File: src/motion_ctl_map.svh
// register offsets, write and clear masks, reset values and timing counts
// for the power, interrupt and output format control block
`ifndef MOTION_CTL_MAP_SVH
`define MOTION_CTL_MAP_SVH

`define OFS_POWER_MODE 6'h2d
`define OFS_IRQ_ENABLE 6'h2e
`define OFS_IRQ_ROUTING 6'h2f
`define OFS_IRQ_STATUS 6'h30
`define OFS_OUT_FORMAT 6'h31
`define OFS_DATA_FIRST 6'h32
`define OFS_DATA_LAST 6'h37

`define RST_POWER_MODE 8'h00
`define RST_IRQ_ENABLE 8'h00
`define RST_IRQ_ROUTING 8'h00
`define RST_OUT_FORMAT 8'h00

`define POWER_WMASK 8'h3f
`define FORMAT_WMASK 8'hef
`define STATUS_DATA_CLR 8'h83
`define STATUS_READ_CLR 8'h7c

`define CLK_HZ 20000000
`define SLEEP_MAX_HZ 8
`define SLEEP_BASE_CYCLES (`CLK_HZ / `SLEEP_MAX_HZ)

`endif

File: src/motion_ctl_pkg.sv
// types shared by the power, interrupt and output format control files
// assumes motion_ctl_map.svh carries all numeric constants
package motion_ctl_pkg;

    typedef struct packed {
        logic [1:0] zero;
        logic link;
        logic auto_doze;
        logic measure;
        logic sleep;
        logic [1:0] sleep_rate_sel;
    } power_t;

    typedef struct packed {
        logic force_check;
        logic three_wire;
        logic irq_polarity_low;
        logic zero;
        logic max_resolution;
        logic justify;
        logic [1:0] range;
    } format_t;

    typedef struct packed {
        logic sample_available;
        logic one_knock;
        logic two_knock;
        logic activity;
        logic inactivity;
        logic drop_detect;
        logic watermark;
        logic overrun;
    } irq_bits_t;

    typedef enum {SEEK_INACT, SEEK_ACT} link_state_t;
    typedef enum {AWAKE, DOZING} doze_state_t;

endpackage

File: src/power_irq_format_control.sv
// power mode, interrupt and output format registers of a motion sensor
// assumes the serial port logic gives one-cycle reg_wr and reg_rd pulses
// and the detectors give one-cycle event pulses on core_clk
`timescale 1ns/1ps
`include "motion_ctl_map.svh"
module power_irq_format_control #(
    parameter int SLEEP_BASE_CYCLES = `SLEEP_BASE_CYCLES
) (
    input wire logic core_clk, // 20 MHz core clock
    input wire logic rst, // async reset, active high
    input wire logic [5:0] reg_addr, // register offset
    input wire logic reg_wr, // write pulse
    input wire logic reg_rd, // read pulse
    input wire logic [7:0] reg_wdata, // write data
    output logic [7:0] reg_rdata, // read data, one cycle after reg_rd
    input wire logic act_enabled, // activity function has an axis on
    input wire logic inact_enabled, // inactivity function has an axis on
    input wire logic act_detected, // activity event pulse
    input wire logic inact_detected, // inactivity event pulse
    input wire logic one_knock_evt, // single knock event pulse
    input wire logic two_knock_evt, // double knock event pulse
    input wire logic drop_evt, // drop event pulse
    input wire logic watermark_evt, // fifo watermark event pulse
    input wire logic overrun_evt, // fifo overrun event pulse
    input wire logic odr_tick, // output data rate tick
    input wire logic [15:0] x_raw, // x sample, finest scale
    input wire logic [15:0] y_raw, // y sample, finest scale
    input wire logic [15:0] z_raw, // z sample, finest scale
    output logic measuring, // measurement mode
    output logic sleeping, // sleep in effect
    output logic asleep_flag, // auto sleep state
    output logic act_run, // activity detector may run
    output logic inact_run, // inactivity detector may run
    output logic sample_strobe, // axis data registers refresh
    output logic fifo_write_allow, // samples may enter the fifo
    output logic force_check, // apply test force
    output logic three_wire, // 3-wire serial mode
    output logic irq_pin_a, // interrupt pin a
    output logic irq_pin_b // interrupt pin b
);
    motion_ctl_pkg::power_t power_mode_control_reg;
    logic [7:0] interrupt_enable_reg;
    logic [7:0] interrupt_routing_reg;
    motion_ctl_pkg::irq_bits_t interrupt_status_reg;
    motion_ctl_pkg::irq_bits_t status_next;
    motion_ctl_pkg::irq_bits_t status_set;
    motion_ctl_pkg::format_t output_format_control_reg;
    motion_ctl_pkg::link_state_t link_reg;
    motion_ctl_pkg::link_state_t link_next;
    motion_ctl_pkg::doze_state_t doze_reg;
    motion_ctl_pkg::doze_state_t doze_next;
    logic [15:0] x_axis_output_reg;
    logic [15:0] y_axis_output_reg;
    logic [15:0] z_axis_output_reg;
    logic [15:0] x_shaped;
    logic [15:0] y_shaped;
    logic [15:0] z_shaped;
    logic [7:0] rdata_next;
    logic [7:0] status_clr;
    logic [7:0] pending;
    logic linked;
    logic auto_on;
    logic sleep_tick;
    logic irq_a_next;
    logic irq_b_next;

    function automatic logic is_data_addr(input logic [5:0] a);
        return (a >= `OFS_DATA_FIRST) && (a <= `OFS_DATA_LAST);
    endfunction
    assign measuring = power_mode_control_reg.measure;
    assign linked = power_mode_control_reg.link && act_enabled
        && inact_enabled;
    // auto_doze only counts while link is set
    assign auto_on = power_mode_control_reg.link
        && power_mode_control_reg.auto_doze;
    assign sleeping = power_mode_control_reg.sleep
        || (auto_on && doze_reg == motion_ctl_pkg::DOZING);
    assign asleep_flag = (doze_reg == motion_ctl_pkg::DOZING);
    assign act_run = measuring
        && (!linked || link_reg == motion_ctl_pkg::SEEK_ACT);
    // sleep leaves only the activity function alive
    assign inact_run = measuring && !sleeping
        && (!linked || link_reg == motion_ctl_pkg::SEEK_INACT);
    assign sample_strobe = measuring
        && (sleeping ? sleep_tick : odr_tick);
    assign fifo_write_allow = measuring && !sleeping && odr_tick;
    assign force_check = output_format_control_reg.force_check;
    assign three_wire = output_format_control_reg.three_wire;

    sleep_rate_tick #(
        .BASE_CYCLES(SLEEP_BASE_CYCLES)
    ) u_sleep_tick (
        .core_clk(core_clk),
        .rst(rst),
        .run(measuring && sleeping),
        .sleep_rate_sel(power_mode_control_reg.sleep_rate_sel),
        .tick(sleep_tick)
    );
    axis_formatter u_fmt_x (
        .raw(x_raw),
        .fmt(output_format_control_reg),
        .shaped(x_shaped)
    );
    axis_formatter u_fmt_y (
        .raw(y_raw),
        .fmt(output_format_control_reg),
        .shaped(y_shaped)
    );
    axis_formatter u_fmt_z (
        .raw(z_raw),
        .fmt(output_format_control_reg),
        .shaped(z_shaped)
    );
    // control registers
    always_ff @(posedge core_clk or posedge rst)
    begin
        if (rst)
        begin
            power_mode_control_reg <= `RST_POWER_MODE;
            interrupt_enable_reg <= `RST_IRQ_ENABLE;
            interrupt_routing_reg <= `RST_IRQ_ROUTING;
            output_format_control_reg <= `RST_OUT_FORMAT;
        end
        else if (reg_wr)
        begin
            case (reg_addr)
                `OFS_POWER_MODE:
                    power_mode_control_reg <= reg_wdata & `POWER_WMASK;
                `OFS_IRQ_ENABLE:
                    interrupt_enable_reg <= reg_wdata;
                `OFS_IRQ_ROUTING:
                    interrupt_routing_reg <= reg_wdata;
                `OFS_OUT_FORMAT:
                    output_format_control_reg <= reg_wdata & `FORMAT_WMASK;
                default:
                    ;
            endcase
        end
    end

    // link sequencing between activity and inactivity
    always_comb
    begin
        link_next = link_reg;
        case (link_reg)
            motion_ctl_pkg::SEEK_INACT:
                if (linked && measuring && inact_detected)
                    link_next = motion_ctl_pkg::SEEK_ACT;
            motion_ctl_pkg::SEEK_ACT:
                if (act_detected)
                    link_next = motion_ctl_pkg::SEEK_INACT;
            default:
                link_next = motion_ctl_pkg::SEEK_INACT;
        endcase
        // unlinked restarts the sequence at inactivity
        if (!linked || !measuring)
            link_next = motion_ctl_pkg::SEEK_INACT;
    end

    always_ff @(posedge core_clk or posedge rst)
    begin
        if (rst)
            link_reg <= motion_ctl_pkg::SEEK_INACT;
        else
            link_reg <= link_next;
    end

    // automatic sleep; the state freezes while auto_doze is off
    always_comb
    begin
        doze_next = doze_reg;
        case (doze_reg)
            motion_ctl_pkg::AWAKE:
                if (auto_on && inact_enabled && inact_run && inact_detected)
                    doze_next = motion_ctl_pkg::DOZING;
            motion_ctl_pkg::DOZING:
                if (auto_on && act_enabled && act_run && act_detected)
                    doze_next = motion_ctl_pkg::AWAKE;
            default:
                doze_next = motion_ctl_pkg::AWAKE;
        endcase
    end

    always_ff @(posedge core_clk or posedge rst)
    begin
        if (rst)
            doze_reg <= motion_ctl_pkg::AWAKE;
        else
            doze_reg <= doze_next;
    end

    // axis data follows the sample strobe, in sleep too
    always_ff @(posedge core_clk or posedge rst)
    begin
        if (rst)
        begin
            x_axis_output_reg <= 16'h0000;
            y_axis_output_reg <= 16'h0000;
            z_axis_output_reg <= 16'h0000;
        end
        else if (sample_strobe)
        begin
            x_axis_output_reg <= x_shaped;
            y_axis_output_reg <= y_shaped;
            z_axis_output_reg <= z_shaped;
        end
    end

    // event sources; sleep stops all but activity, watermark and overrun
    always_comb
    begin
        status_set.sample_available = sample_strobe && !sleeping;
        status_set.one_knock = one_knock_evt && measuring && !sleeping;
        status_set.two_knock = two_knock_evt && measuring && !sleeping;
        status_set.activity = act_detected && act_run;
        status_set.inactivity = inact_detected && inact_run;
        status_set.drop_detect = drop_evt && measuring && !sleeping;
        status_set.watermark = watermark_evt;
        status_set.overrun = overrun_evt;
    end

    // a set in the clearing cycle wins over the clear
    always_comb
    begin
        status_clr = 8'h00;
        if (reg_rd && is_data_addr(reg_addr))
            status_clr = status_clr | `STATUS_DATA_CLR;
        if (reg_rd && reg_addr == `OFS_IRQ_STATUS)
            status_clr = status_clr | `STATUS_READ_CLR;
        status_next = (interrupt_status_reg & ~status_clr)
            | status_set;
    end

    always_ff @(posedge core_clk or posedge rst)
    begin
        if (rst)
            interrupt_status_reg <= 8'h00;
        else
            interrupt_status_reg <= status_next;
    end

    // pins: enabled events, routed, ORed, then polarity
    always_comb
    begin
        pending = interrupt_status_reg & interrupt_enable_reg;
        irq_a_next = (|(pending & ~interrupt_routing_reg))
            ^ output_format_control_reg.irq_polarity_low;
        irq_b_next = (|(pending & interrupt_routing_reg))
            ^ output_format_control_reg.irq_polarity_low;
    end

    always_ff @(posedge core_clk or posedge rst)
    begin
        if (rst)
        begin
            irq_pin_a <= 1'b0;
            irq_pin_b <= 1'b0;
        end
        else
        begin
            irq_pin_a <= irq_a_next;
            irq_pin_b <= irq_b_next;
        end
    end

    // read mux; offsets owned elsewhere answer zero here
    always_comb
    begin
        case (reg_addr)
            `OFS_POWER_MODE: rdata_next = power_mode_control_reg;
            `OFS_IRQ_ENABLE: rdata_next = interrupt_enable_reg;
            `OFS_IRQ_ROUTING: rdata_next = interrupt_routing_reg;
            `OFS_IRQ_STATUS: rdata_next = interrupt_status_reg;
            `OFS_OUT_FORMAT: rdata_next = output_format_control_reg;
            6'h32: rdata_next = x_axis_output_reg[7:0];
            6'h33: rdata_next = x_axis_output_reg[15:8];
            6'h34: rdata_next = y_axis_output_reg[7:0];
            6'h35: rdata_next = y_axis_output_reg[15:8];
            6'h36: rdata_next = z_axis_output_reg[7:0];
            6'h37: rdata_next = z_axis_output_reg[15:8];
            default: rdata_next = 8'h00;
        endcase
    end

    always_ff @(posedge core_clk or posedge rst)
    begin
        if (rst)
            reg_rdata <= 8'h00;
        else if (reg_rd)
            reg_rdata <= rdata_next;
    end

    chk_link_holds_act: assert property (
        @(posedge core_clk) disable iff (rst)
        (linked && link_reg == motion_ctl_pkg::SEEK_INACT) |-> !act_run)
        else $error("activity ran before inactivity in linked mode");
    chk_unlinked_both_run: assert property (
        @(posedge core_clk) disable iff (rst)
        (measuring && !power_mode_control_reg.link && !sleeping)
        |-> (act_run && inact_run))
        else $error("unlinked detectors not both running");
    chk_auto_doze_entry: assert property (
        @(posedge core_clk) disable iff (rst)
        (auto_on && !sleeping && inact_enabled && inact_run
        && inact_detected && !reg_wr) |=> sleeping)
        else $error("auto sleep not entered on inactivity");
    chk_doze_ignored: assert property (
        @(posedge core_clk) disable iff (rst)
        !power_mode_control_reg.link
        |-> (sleeping == power_mode_control_reg.sleep))
        else $error("auto_doze acted without link");
    chk_standby_at_start: assert property (
        @(posedge core_clk) $fell(rst) |-> !measuring && !sample_strobe)
        else $error("not in standby after reset");
    chk_sleep_no_fifo: assert property (
        @(posedge core_clk) disable iff (rst)
        sleeping |-> !fifo_write_allow && !inact_run)
        else $error("fifo write or inactivity during sleep");
    chk_sleep_refresh: assert property (
        @(posedge core_clk) disable iff (rst)
        (sleeping && measuring && sleep_tick) |-> sample_strobe
        ##1 (x_axis_output_reg == $past(x_shaped)))
        else $error("axis data not refreshed in sleep");
    chk_irq_blocked: assert property (
        @(posedge core_clk) disable iff (rst)
        ((interrupt_status_reg & interrupt_enable_reg) == 8'h00)
        |=> (irq_pin_a == $past(output_format_control_reg.irq_polarity_low))
        && (irq_pin_b == $past(output_format_control_reg.irq_polarity_low)))
        else $error("interrupt pin active with nothing enabled");
    chk_wm_always_sets: assert property (
        @(posedge core_clk) disable iff (rst)
        watermark_evt |=> interrupt_status_reg.watermark)
        else $error("watermark status did not set");
    chk_status_read_clr: assert property (
        @(posedge core_clk) disable iff (rst)
        (reg_rd && reg_addr == `OFS_IRQ_STATUS && !act_detected
        && !inact_detected && !one_knock_evt && !two_knock_evt
        && !drop_evt)
        |=> ((interrupt_status_reg & `STATUS_READ_CLR) == 8'h00))
        else $error("status read did not clear event bits");
    chk_data_read_keeps: assert property (
        @(posedge core_clk) disable iff (rst)
        (interrupt_status_reg.overrun && !(reg_rd
        && is_data_addr(reg_addr))) |=> interrupt_status_reg.overrun)
        else $error("overrun cleared without a data read");

endmodule // power_irq_format_control

File: src/sleep_rate_tick.sv
// sleep-mode reading tick: 8, 4, 2 or 1 Hz from the core clock
// assumes run is low outside sleep so the phase restarts on entry
`timescale 1ns/1ps
module sleep_rate_tick #(
    parameter int BASE_CYCLES = 2500000
) (
    input wire logic core_clk, // core clock
    input wire logic rst, // async reset, active high
    input wire logic run, // count while high
    input wire logic [1:0] sleep_rate_sel, // 00 8 Hz .. 11 1 Hz
    output logic tick // one-cycle pulse
);
    logic [21:0] base_reg;
    logic [2:0] div_reg;
    logic [2:0] mask;
    logic base_wrap;

    assign base_wrap = (base_reg == 22'(BASE_CYCLES - 1));
    // each step of the field halves the rate
    always_comb
    begin
        case (sleep_rate_sel)
            2'h0: mask = 3'h0;
            2'h1: mask = 3'h1;
            2'h2: mask = 3'h3;
            default: mask = 3'h7;
        endcase
    end

    always_ff @(posedge core_clk or posedge rst)
    begin
        if (rst)
        begin
            base_reg <= 22'h000000;
            div_reg <= 3'h0;
            tick <= 1'b0;
        end
        else if (!run)
        begin
            base_reg <= 22'h000000;
            div_reg <= 3'h0;
            tick <= 1'b0;
        end
        else
        begin
            base_reg <= base_wrap ? 22'h000000 : base_reg + 22'h000001;
            if (base_wrap)
                div_reg <= div_reg + 3'h1;
            tick <= base_wrap && ((div_reg & mask) == mask);
        end
    end
endmodule // sleep_rate_tick

File: src/axis_formatter.sv
// one axis of output formatting: range, resolution, clipping, justify
// assumes raw is signed at the finest scale, combinational result
`timescale 1ns/1ps
module axis_formatter (
    input wire logic [15:0] raw, // signed sample, finest scale
    input wire motion_ctl_pkg::format_t fmt, // format control fields
    output logic [15:0] shaped // value for the output data bytes
);
    logic [1:0] shift;
    logic [4:0] width;
    logic signed [16:0] v;
    logic signed [16:0] lim;

    always_comb
    begin
        // fixed mode scales by range, full mode widens with it
        shift = fmt.max_resolution ? 2'h0 : fmt.range;
        width = fmt.max_resolution ? 5'd10 + {3'h0, fmt.range} : 5'd10;
        v = $signed({raw[15], raw}) >>> shift;
        lim = (17'sd1 <<< (width - 5'd1)) - 17'sd1;
        // the widest range is left to wrap, all others clip
        if (fmt.range != 2'h3)
        begin
            if (v > lim)
                v = lim;
            else if (v < -lim - 17'sd1)
                v = -lim - 17'sd1;
        end
        if (fmt.justify)
            shaped = v[15:0] << (5'd16 - width);
        else
            shaped = v[15:0];
    end
endmodule // axis_formatter

File: config.mk
export PLATFORM = sky130hd
export DESIGN_NAME = power_irq_format_control
export DESIGN_NICKNAME = d
export VERILOG_FILES = /design/src/motion_ctl_pkg.sv /design/src/power_irq_format_control.sv /design/src/sleep_rate_tick.sv /design/src/axis_formatter.sv
export VERILOG_INCLUDE_DIRS = /design/src
export SDC_FILE = /design/constraint.sdc
export NUM_CORES = 1
export LEC_CHECK = 0
export BUFFER_PORTS_ARGS = -buffer_cell sky130_fd_sc_hd__buf_2
export CAP_MARGIN = 20
export CORE_MARGIN = 2
export CORE_UTILIZATION = 50
export CTS_CLUSTER_DIAMETER = 40
export CTS_CLUSTER_SIZE = 30
export DETAILED_ROUTE_END_ITERATION = 10
export PLACE_DENSITY = 0.68
export REMOVE_ABC_BUFFERS = 1
export SLEW_MARGIN = 20
export SYNTH_ARGS = -nofsm -noshare
export SYNTH_HDL_FRONTEND = slang
export SYNTH_SLANG_ARGS = --single-unit
File: constraint.sdc
create_clock -name core_clk -period 7.6 [get_ports core_clk]
set_clock_uncertainty 0.1 [all_clocks]
set_input_delay 1.14 -clock core_clk [delete_from_list [all_inputs] [get_ports core_clk]]
set_output_delay 1.14 -clock core_clk [all_outputs]
set_load 0.02 [all_outputs]
Word level (Yosys, flattened, before mapping)
Cells that the tools add are included.
Widths: inputs -> output; s select.
{"block": "totals", "out_inout_bits": 19, "register_bits": 185, "wordCells": 171, "in_bits": 76}
{"block": "op_classes", "reduce_logical": 50, "shifts": 7, "mux": 31, "order_cmp": 8, "bitwise_logic": 10, "n_eq_ne": 25, "n_addsub": 8}
{"operator": "$mux 16", "n": 12}
{"operator": "$mux 32", "n": 5}
{"operator": "$pmux 32 s2", "n": 2}
{"operator": "$logic_not 32->1", "n": 3}
{"operator": "$pmux 8 s11", "n": 1}
{"operator": "$eq 6x6->1 const B", "n": 11}
{"operator": "$eq 32x1->1 const B", "n": 2}
{"operator": "$eq 32x2->1 const B", "n": 2}
{"operator": "$gt 17x17->1", "n": 3}
{"operator": "$lt 17x17->1", "n": 3}
{"operator": "$sshr 16x2->17", "n": 3}
{"operator": "$shl 16x5->16", "n": 3}
{"operator": "$mux 22", "n": 2}
{"operator": "$sub 17x2->17 const B", "n": 2}
{"operator": "$and 8x8->8", "n": 4}
{"operator": "$logic_and 1x1->1", "n": 31}
{"operator": "$add 22x1->22 const B", "n": 1}
{"operator": "$eq 22x22->1 const B", "n": 1}
{"operator": "$neg 17->17", "n": 1}
{"operator": "$sshl 2x5->17 const A", "n": 1}
{"operator": "$not 8->8", "n": 2}
{"operator": "$reduce_or 8->1", "n": 2}
{"operator": "$reduce_and 2->1", "n": 6}
{"operator": "$pmux 3 s3", "n": 1}
{"operator": "other kinds (23)", "n": 35}

Depth between registers and ports, before layout
Gate-level depths: netlist of run 1.
{"block": "depth", "depth_word": 13, "ltp_mapped": 25, "mapped_depth_nobuf": 18}

Modules after synthesis
From an unflattened synthesis of run 1, not the netlist that was laid out.
{"block": "unflattened", "cells_unflattened": 1662, "hier_area_um2": 14153.6}
{"mod": "power_irq_format_control", "area_each_um2": 4742.0, "seq_area_each_um2": 2427.3, "instances": 1, "cells_per_inst": 382}
{"mod": "axis_formatter at u_fmt_z", "area_each_um2": 2743.9, "seq_area_each_um2": 0.0, "instances": 1, "cells_per_inst": 393}
{"mod": "axis_formatter at u_fmt_y", "area_each_um2": 2676.3, "seq_area_each_um2": 0.0, "instances": 1, "cells_per_inst": 373}
{"mod": "axis_formatter at u_fmt_x", "area_each_um2": 2591.2, "seq_area_each_um2": 0.0, "instances": 1, "cells_per_inst": 370}
{"mod": "sleep_rate_tick", "area_each_um2": 1400.1, "seq_area_each_um2": 650.6, "instances": 1, "cells_per_inst": 144}

Worst setup path before layout of run 1
Ideal clock, no wire load.
{"block": "synth_timing", "path_kind": "register -> register", "startpoint": "register output_format_control_reg[3] (netlist bit)", "endpoint": "register z_axis_output_reg[4]", "setup_slack_ps": 1510, "arrival_ps": 5864, "stages_incl_launch_ff": 23, "setup_ps": 126, "required_ps": 7374, "n_path_buf": 7, "synth_period_minus_slack_ps": 6090, "cell_sequence": "dfrtp_1 -> clkbuf_1 -> and2_1 -> clkbuf_1 -> buf_1 -> clkbuf_1 -> ha_1 -> clkbuf_1 -> inv_1 -> a31oi_1 -> o21a_1 -> clkbuf_1 -> inv_1 -> ha_1 -> a21o_1 -> a2111oi_0 -> a21oi_1 -> or3_1 -> clkbuf_1 -> a2111oi_1 -> nor3_2 -> a221o_1 -> o32a_1"}
{"block": "synth_between", "elab_chain_len": 12, "word_cells_on_any_way": 16, "classes_between": "5 x add/sub; 2 x order compare; 3 x shift; 6 x mux"}
{"element": "start, declared", "line": "power_irq_format_control.sv:47", "rtl": "motion_ctl_pkg::format_t output_format_control_reg;"}
{"element": "start signal, assigned", "line": "power_irq_format_control.sv:122", "rtl": "output_format_control_reg <= `RST_OUT_FORMAT;"}
{"element": "start signal, assigned", "line": "power_irq_format_control.sv:134", "rtl": "output_format_control_reg <= reg_wdata & `FORMAT_WMASK;"}
{"element": "$mux 5", "line": "axis_formatter.sv:18", "rtl": "width = fmt.max_resolution ? 5'd10 + {3'h0, fmt.range} : 5'd10;"}
{"element": "$sub 5x1->5", "line": "axis_formatter.sv:20", "rtl": "lim = (17'sd1 <<< (width - 5'd1)) - 17'sd1;"}
{"element": "$sshl 2x5->17", "line": "axis_formatter.sv:20"}
{"element": "$sub 17x2->17", "line": "axis_formatter.sv:20"}
{"element": "$neg 17->17", "line": "axis_formatter.sv:26", "rtl": "else if (v < -lim - 17'sd1)"}
{"element": "$sub 17x2->17", "line": "axis_formatter.sv:26"}
{"element": "$lt 17x17->1", "line": "axis_formatter.sv:26"}
{"element": "$mux 16", "line": "axis_formatter.sv:26"}
{"element": "$mux 16", "line": "axis_formatter.sv:24", "rtl": "if (v > lim)"}
{"element": "$mux 16", "line": "axis_formatter.sv:22", "rtl": "if (fmt.range != 2'h3)"}
{"element": "$shl 16x5->16", "line": "axis_formatter.sv:30", "rtl": "shaped = v[15:0] << (5'd16 - width);"}
{"element": "$mux 16 *", "line": "axis_formatter.sv:29", "rtl": "if (fmt.justify)"}
{"element": "end signal, assigned", "line": "power_irq_format_control.sv:205", "rtl": "z_axis_output_reg <= z_shaped;"}
{"element": "end, declared", "line": "power_irq_format_control.sv:54", "rtl": "logic [15:0] z_axis_output_reg;"}
Mark *: on every way between the ends. The rest lies on a longest branch, timed or not.
A chain may end at the register's enable or synchronous reset.

Worst setup path in the final report of run 1
{"block": "layout_timing", "startpoint": "register output_format_control_reg[3] (netlist bit)", "endpoint": "register z_axis_output_reg[2]"}
The elaborated chain is that of the path after synthesis.

==> summary.md, run 1 <==
| Metric | Value |
|---|---|
| Status | `complete, no violations` |
| Clock Sinks | `123` |
| Min cycle time layout | `6683 ps` |
| Slew margin rel. | `30.49%` |
| First-pass GRT wire length | `70.24 mm` |
| Core footprint | `25180 um2` |
| Routed Antenna Nets | `0` |
| CP Data Arrival Time | `6860 ps` |
| Hold Startpoint | `y_axis_output_reg[0]` |
| Max Fclk | `149.6 MHz` |
| Synth-to-layout area growth | `9.876%` |
| H-tree levels | `4` |
| Postcts setup bufs | `0` |
| Clk_lat worst skew | `410 ps` |
| Post-CTS sizing | `0` |
| Number of distinct library cells after synthesis | `91` |
| Synth warn | `0` |
| Area occupied by registers | `3078 um2` |
| Final Max Slew Viols | `0` |
| Cell chain of the critical path | `nand2_1, inv_1, ha_1, inv_1, a31oi_1, o21a_1, inv_1, ha_1, a21o_1, a2111oi_0, a21oi_1, or3_1, a2111oi_0, nor3_2, a222oi_1, a2bb2oi_1, o21ai_1` |
| Worst VDD drop | `140.1 uV` |
| Non-filler cells, final | `1988` |
| Dpl hpwl | `33.61 mm` |
| R2R cell count | `17` |
| Num rows | `58` |
| Synthesized area per cell | `8.064 um2` |
| Clk buf depth | `2` |
| Seq cells post-synth | `123` |
| Largest family of logic cells by synthesized area | `compound AO/OA/AOI/OAI gates` |
| RSZ-0062 raised after global routing | `false` |
| Fin crit share | `87.93%` |
| Cell count after placement | `1957` |
| Hold slack | `386.9 ps` |
| Logic pwr share | `44.4%` |
| Worst reg2reg setup slack | `920 ps` |
| # fillers | `2343` |
| Crit Path Max Fanout | `15` |
| Final net count | `1829` |
| Setup violators final | `0` |
| Post-route cell area | `14110 um2` |
| DRC | `0` |
| Largest register FFs | `22` |
| Sw Share | `42.59%` |
| Routability congestion estimate | `1.018` |
| IO Port Bufs | `94` |
| Clk slew on worst S/H paths | `60 ps` |
| Commonest non-fill, non-tap cell in the layout | `nor2_1` |
| DR iter-0 viols | `1614` |
| Primary FF master, synth | `dfrtp_1` |
| Post-synthesis compound-gate area fraction | `27.76%` |
| Largest net degree at the start of global routing | `74` |
| Register area share after synthesis | `23.96%` |
| Leakage Power | `6.397 nW` |
| Reg-to-reg endpoint | `z_axis_output_reg[2]` |
| Cts bufs inserted | `17` |
| Most Frequent Cell on Critical Path | `inv_1` |
| Power per cell area | `223.6 nW/um2` |
| Clk pwr share | `24.4%` |
| Hold Buf Count CTS | `0` |
| Total GRT Usage | `33.55%` |
| Die height | `164.3 um` |
| Chip Width | `164.3 um` |
| Placement Cell Area | `13570 um2` |
| Worst Slack Setup Final | `917.0 ps` |
| Simple-gate portion of the synthesized area | `19.29%` |
| Post-synthesis mux area share | `12.21%` |
| Routed WL per cell | `22.80 um` |
| Post-Syn Instances | `1593` |
| Vias | `13265` |
| Reg-to-reg startpoint | `output_format_control_reg[3]` |
| Cell Area, Synth | `12850 um2` |
| Worst Setup Path Type | `register to register` |
| Proportion of power drawn by flip-flops and latches | `31.2%` |
| Final Hold Violating Endpoints | `0` |
| Worst Hold Depth | `2` |
| Max Cap Viol | `0` |
| Total Power | `3.156 mW` |
| Total Wirelength | `45.34 mm` |
| I/O pin count | `95` |
| Crit start category | `register` |
| CTS tree | `yes` |
| Initial Utilization | `51.01%` |
| Crit path max-delay cell type | `dfrtp_1` |
| Number of flops mapped to enable cells by yosys | `0` |
| Endpoint, Worst Hold | `y_axis_output_reg[0]` |
| Vias in the first global route | `12525` |
| Layout cells sized above 1 | `13.99%` |
| N_diodes | `0` |
| Die footprint | `26990 um2` |
| Worst Path Buf+Inv | `3` |
| Fin util | `56.05%` |
| Worst setup EP type | `register` |
| Vias per inst | `6.673` |
| Adder-Cell Fraction of Synth Area | `10.42%` |
| Sw Pwr | `1.344 mW` |
| Worst Tran Pin Value | `1043 ps` |
| Total congestion overflow | `0` |
| Place WS | `1206 ps` |
| Final TNS setup | `0 ps` |
| Crit path largest cell delay | `640 ps` |
| Power Internal | `1.812 mW` |
| Most frequent cells in the layout | `nor2_1 (157), nand2_1 (155), dfrtp_1 (123)` |
| Multi-input logic area | `9249 um2` |
| Delay-heaviest family, CP | `compound AO/OA/AOI/OAI gates` |
| Clock root buffer | `clkbuf_16` |
| Asr flop ratio synth | `100.0%` |
| Synth Area in XOR/XNOR | `1.500%` |
| Critical Path RT | `7770 ps` |
| Antenna violations before repair | `1` |
| DRT Pass-1 Iters | `6` |
| Hold crit path type | `register to register` |
[cell type report]
cell class / count / share of cell area, %
Clock buffer: 17 / 3.014
Clock inverter: 14 / 0.8776
Inverter: 58 / 1.560
Multi-Input combinational cell: 1334 / 65.53
Sequential cell: 123 / 21.81
Tap cell: 330 / 2.925
Timing Repair Buffer: 112 / 4.290
[cells in the mapped netlist, drive strengths merged, types with 12 or more instances]
| library cell | instances | area share [%] |
|---|---|---|
| nor2 | 158 | 4.7 |
| nand2 | 155 | 4.5 |
| dfrtp | 123 | 24 |
| a21oi | 112 | 4.4 |
| ha | 107 | 10 |
| o21ai | 93 | 3.7 |
| clkbuf | 80 | 2.3 |
| mux2i | 78 | 6.1 |
| inv | 57 | 1.7 |
| mux2 | 52 | 4.6 |
| nand3 | 43 | 1.7 |
| o22ai | 40 | 1.9 |
| nor3 | 32 | 1.3 |
| a211oi | 29 | 1.8 |
| buf | 22 | 0.77 |
| a22oi | 21 | 1.2 |
| a22o | 20 | 1.4 |
| a21o | 19 | 1.1 |
| a31oi | 19 | 0.97 |
| nor2b | 19 | 0.93 |
| nand2b | 18 | 0.88 |
| and3 | 17 | 0.83 |
| a221oi | 15 | 1.0 |
| nor4 | 15 | 0.73 |
| o221ai | 15 | 1.0 |
| o31ai | 15 | 0.98 |
| xor2 | 15 | 1.0 |
| and2 | 12 | 0.58 |
| nand4 | 12 | 0.58 |
| o21a | 12 | 0.70 |
[layer usage]
layer,GRT usage [%],share of wire [%]
met1,48.47,43
met2,50.44,44
met3,5.455,9.7
met4,11.84,3.3
met5,0,0.035
[kinds of logic after synthesis]
logic type / count (synthesis)
and+or+nand+nor: 523
adders and majority gates: 107
AOI/OAI and AO/OA: 517
DFF: 123
other: 2
muxes: 139
buffers and inverters: 160
xor gates and xnor gates: 22
[worst min-delay path: stages, from the launching register on]
cell and delay, ps:
dfrtp_1 350, nand2_1 50, o31ai_1 50
[power groups by stage]
stage / clock (mW) / combinational, mW / sequential (mW)
after CTS: 0.774 / 1.35 / 0.972
after global placement: 0 / 1.34 / 0.979
after global routing: 0.806 / 1.52 / 0.995
after detailed placement: 0 / 1.35 / 0.980
final: 0.770 / 1.40 / 0.986
after floorplan: 0 / 0.974 / 0.919
[how the worst max path moves through the flow]
stage	from	endpoint	slack, ps	depth (start not counted)
after floorplan	output_format_control_reg[0]	z_axis_output_reg[13]	990	17
after global placement	output_format_control_reg[0]	y_axis_output_reg[11]	1490	19
after detailed placement	output_format_control_reg[3]	z_axis_output_reg[2]	1210	17
after CTS	output_format_control_reg[3]	z_axis_output_reg[2]	1210	17
after global routing	output_format_control_reg[3]	z_axis_output_reg[2]	520	17
final	output_format_control_reg[3]	z_axis_output_reg[2]	920	17
No activity file was read; power rests on OpenSTA's default activity.
==> run 2, diff against run 1 <==
Settings changed: REMOVE_ABC_BUFFERS 1 to unset.
==> run 2 against run 1 <==
Die area is the same. Clock power rose by 11%. Global-route usage rose by 1.0 points. Routed wire length grew 3.3%. Sequential power barely moved. Total power grew 3.6%.
==> summary.md, run 2 (synthesis gave the netlist of run 1 again) <==
| Metric | Value |
|---|---|
| CTS tree | `yes (unchanged)` |
| Worst VDD drop | `151.6 uV (was 140.1 uV)` |
| # fillers | `2321 (was 2343)` |
| Synth-to-layout area growth | `10.48% (was 9.876%)` |
| Total congestion overflow | `0 (unchanged)` |
| Total Power | `3.269 mW (was 3.156 mW)` |
| Fin util | `56.36% (was 56.05%)` |
| Hold crit path type | `register to register (unchanged)` |
| Routed Antenna Nets | `0 (unchanged)` |
| Cts bufs inserted | `17 (unchanged)` |
| Chip Width | `164.3 um (unchanged)` |
| RSZ-0062 raised after global routing | `false (unchanged)` |
| CP Data Arrival Time | `6780 ps (was 6860 ps)` |
| Vias | `13365 (was 13265)` |
| Layout cells sized above 1 | `14.03% (was 13.99%)` |
| Crit Path Max Fanout | `14 (was 15)` |
| Routability congestion estimate | `0.9840 (was 1.018)` |
| Worst Setup Path Type | `register to register (unchanged)` |
| Place WS | `1269 ps (was 1206 ps)` |
| Clk buf depth | `2 (unchanged)` |
| Clock root buffer | `clkbuf_16 (unchanged)` |
| Worst setup EP type | `register (unchanged)` |
| Total Wirelength | `46.81 mm (was 45.34 mm)` |
| Multi-input logic area | `9246 um2 (was 9249 um2)` |
| Max Cap Viol | `0 (unchanged)` |
| DRC | `0 (unchanged)` |
| Critical Path RT | `7820 ps (was 7770 ps)` |
| Commonest non-fill, non-tap cell in the layout | `nor2_1 (unchanged)` |
| Largest register FFs | `22 (unchanged)` |
| H-tree levels | `4 (unchanged)` |
| Num rows | `58 (unchanged)` |
| Vias in the first global route | `12328 (was 12525)` |
| Non-filler cells, final | `1992 (was 1988)` |
| Vias per inst | `6.709 (was 6.673)` |
| Cell count after placement | `1959 (was 1957)` |
| Final net count | `1831 (was 1829)` |
| Hold Buf Count CTS | `0 (unchanged)` |
| Max Fclk | `152.4 MHz (was 149.6 MHz)` |
| Final TNS setup | `0 ps (unchanged)` |
| Worst Slack Setup Final | `1040 ps (was 917.0 ps)` |
| Fin crit share | `86.31% (was 87.93%)` |
| Clk_lat worst skew | `420 ps (was 410 ps)` |
| DRT Pass-1 Iters | `6 (unchanged)` |
| Die footprint | `26990 um2 (unchanged)` |
| Worst Tran Pin Value | `1079 ps (was 1043 ps)` |
| I/O pin count | `95 (unchanged)` |
| Postcts setup bufs | `0 (unchanged)` |
| Antenna violations before repair | `1 (unchanged)` |
| IO Port Bufs | `94 (unchanged)` |
| Min cycle time layout | `6560 ps (was 6683 ps)` |
| Largest net degree at the start of global routing | `80 (was 74)` |
| Area occupied by registers | `3078 um2 (unchanged)` |
| Setup violators final | `0 (unchanged)` |
| DR iter-0 viols | `1699 (was 1614)` |
| Final Hold Violating Endpoints | `0 (unchanged)` |
| Post-route cell area | `14190 um2 (was 14110 um2)` |
| Initial Utilization | `51.01% (unchanged)` |
| Routed WL per cell | `23.50 um (was 22.80 um)` |
| Die height | `164.3 um (unchanged)` |
| Clock Sinks | `123 (unchanged)` |
| Core footprint | `25180 um2 (unchanged)` |
| Clk slew on worst S/H paths | `70 ps (was 60 ps)` |
| Most frequent cells in the layout | `nor2_1 (157), nand2_1 (155), dfrtp_1 (123) (unchanged)` |
| Slew margin rel. | `28.09% (was 30.49%)` |
| Post-CTS sizing | `0 (unchanged)` |
| Status | `complete, no violations (unchanged)` |
| Hold slack | `388.9 ps (was 386.9 ps)` |
| Power per cell area | `230.3 nW/um2 (was 223.6 nW/um2)` |
| Crit start category | `register (unchanged)` |
| Total GRT Usage | `34.57% (was 33.55%)` |
| Dpl hpwl | `35.21 mm (was 33.61 mm)` |
| Leakage Power | `6.426 nW (was 6.397 nW)` |
| First-pass GRT wire length | `71.89 mm (was 70.24 mm)` |
| Final Max Slew Viols | `0 (unchanged)` |
| Placement Cell Area | `13580 um2 (was 13570 um2)` |
run 2: cell count changes in the layout (fill, tap and decap cells not counted), sizes merged:
cell / before / now
buf: 112 / 114
bufinv: 1 / 3
clkbuf: 17 / 19
clkinv: 7 / 6
clkinvlp: 4 / 3
diode: 0 / 1
inv: 60 / 59
run 2: critical path, stage by stage (launching register included):
cell,delay (ps)
dfrtp_1,700
nand2_1,460
inv_1,330
ha_1,620
inv_1,370
a31oi_1,280
o21a_1,160
inv_1,160
ha_1,350
nor3b_1,330
a21boi_0,310
nor4_1,120
o22ai_1,820
a211oi_1,100
a211oi_1,580
a222oi_1,290
a221oi_1,340
run 2: cell type report:
| class | count | share of cell area [%] |
|---|---|---|
| Timing Repair Buffer | 114 | 4.373 |
| Sequential cell | 123 | 21.69 |
| Clock inverter | 13 | 1.173 |
| Multi-Input combinational cell | 1334 | 65.15 |
| Clock buffer | 19 | 3.121 |
| Antenna cell | 1 | 0.01763 |
| Tap cell | 330 | 2.909 |
| Inverter | 58 | 1.569 |
run 2: path summary, 6_finish.rpt:
check	startpoint	to	slack, ps	depth (start not counted)
worst max-delay path	output_format_control_reg[1]	y_axis_output_reg[8]	1040	16
worst min-delay path	x_axis_output_reg[12]	x_axis_output_reg[12]	390	1
min in group asynchronous	rst	y_axis_output_reg[7]	750	2
worst min register to register	x_axis_output_reg[12]	x_axis_output_reg[12]	390	1
worst max register to register	output_format_control_reg[1]	y_axis_output_reg[8]	1040	16
max in group asynchronous	rst	z_axis_output_reg[7]	5540	3
run 2: where the power goes:
group / leakage, nW / internal, mW / total [mW] / switching (mW)
registers: 1.55 / 0.819 / 1.01 / 0.190
logic: 4.58 / 0.545 / 1.41 / 0.863
clock network: 0.290 / 0.527 / 0.852 / 0.325
total: 6.43 / 1.89 / 3.27 / 1.38
run 2: layer usage:
metal  vias to the layer above  global-route usage [%]  part of all wire (%)
met2                       766                   50.29                    42
met3                       109                   8.232                    11
met4                         0                   10.17                   2.9
li1                       6075                       -                     -
met1                      6415                   50.47                    44
met5                         -                       0                     0
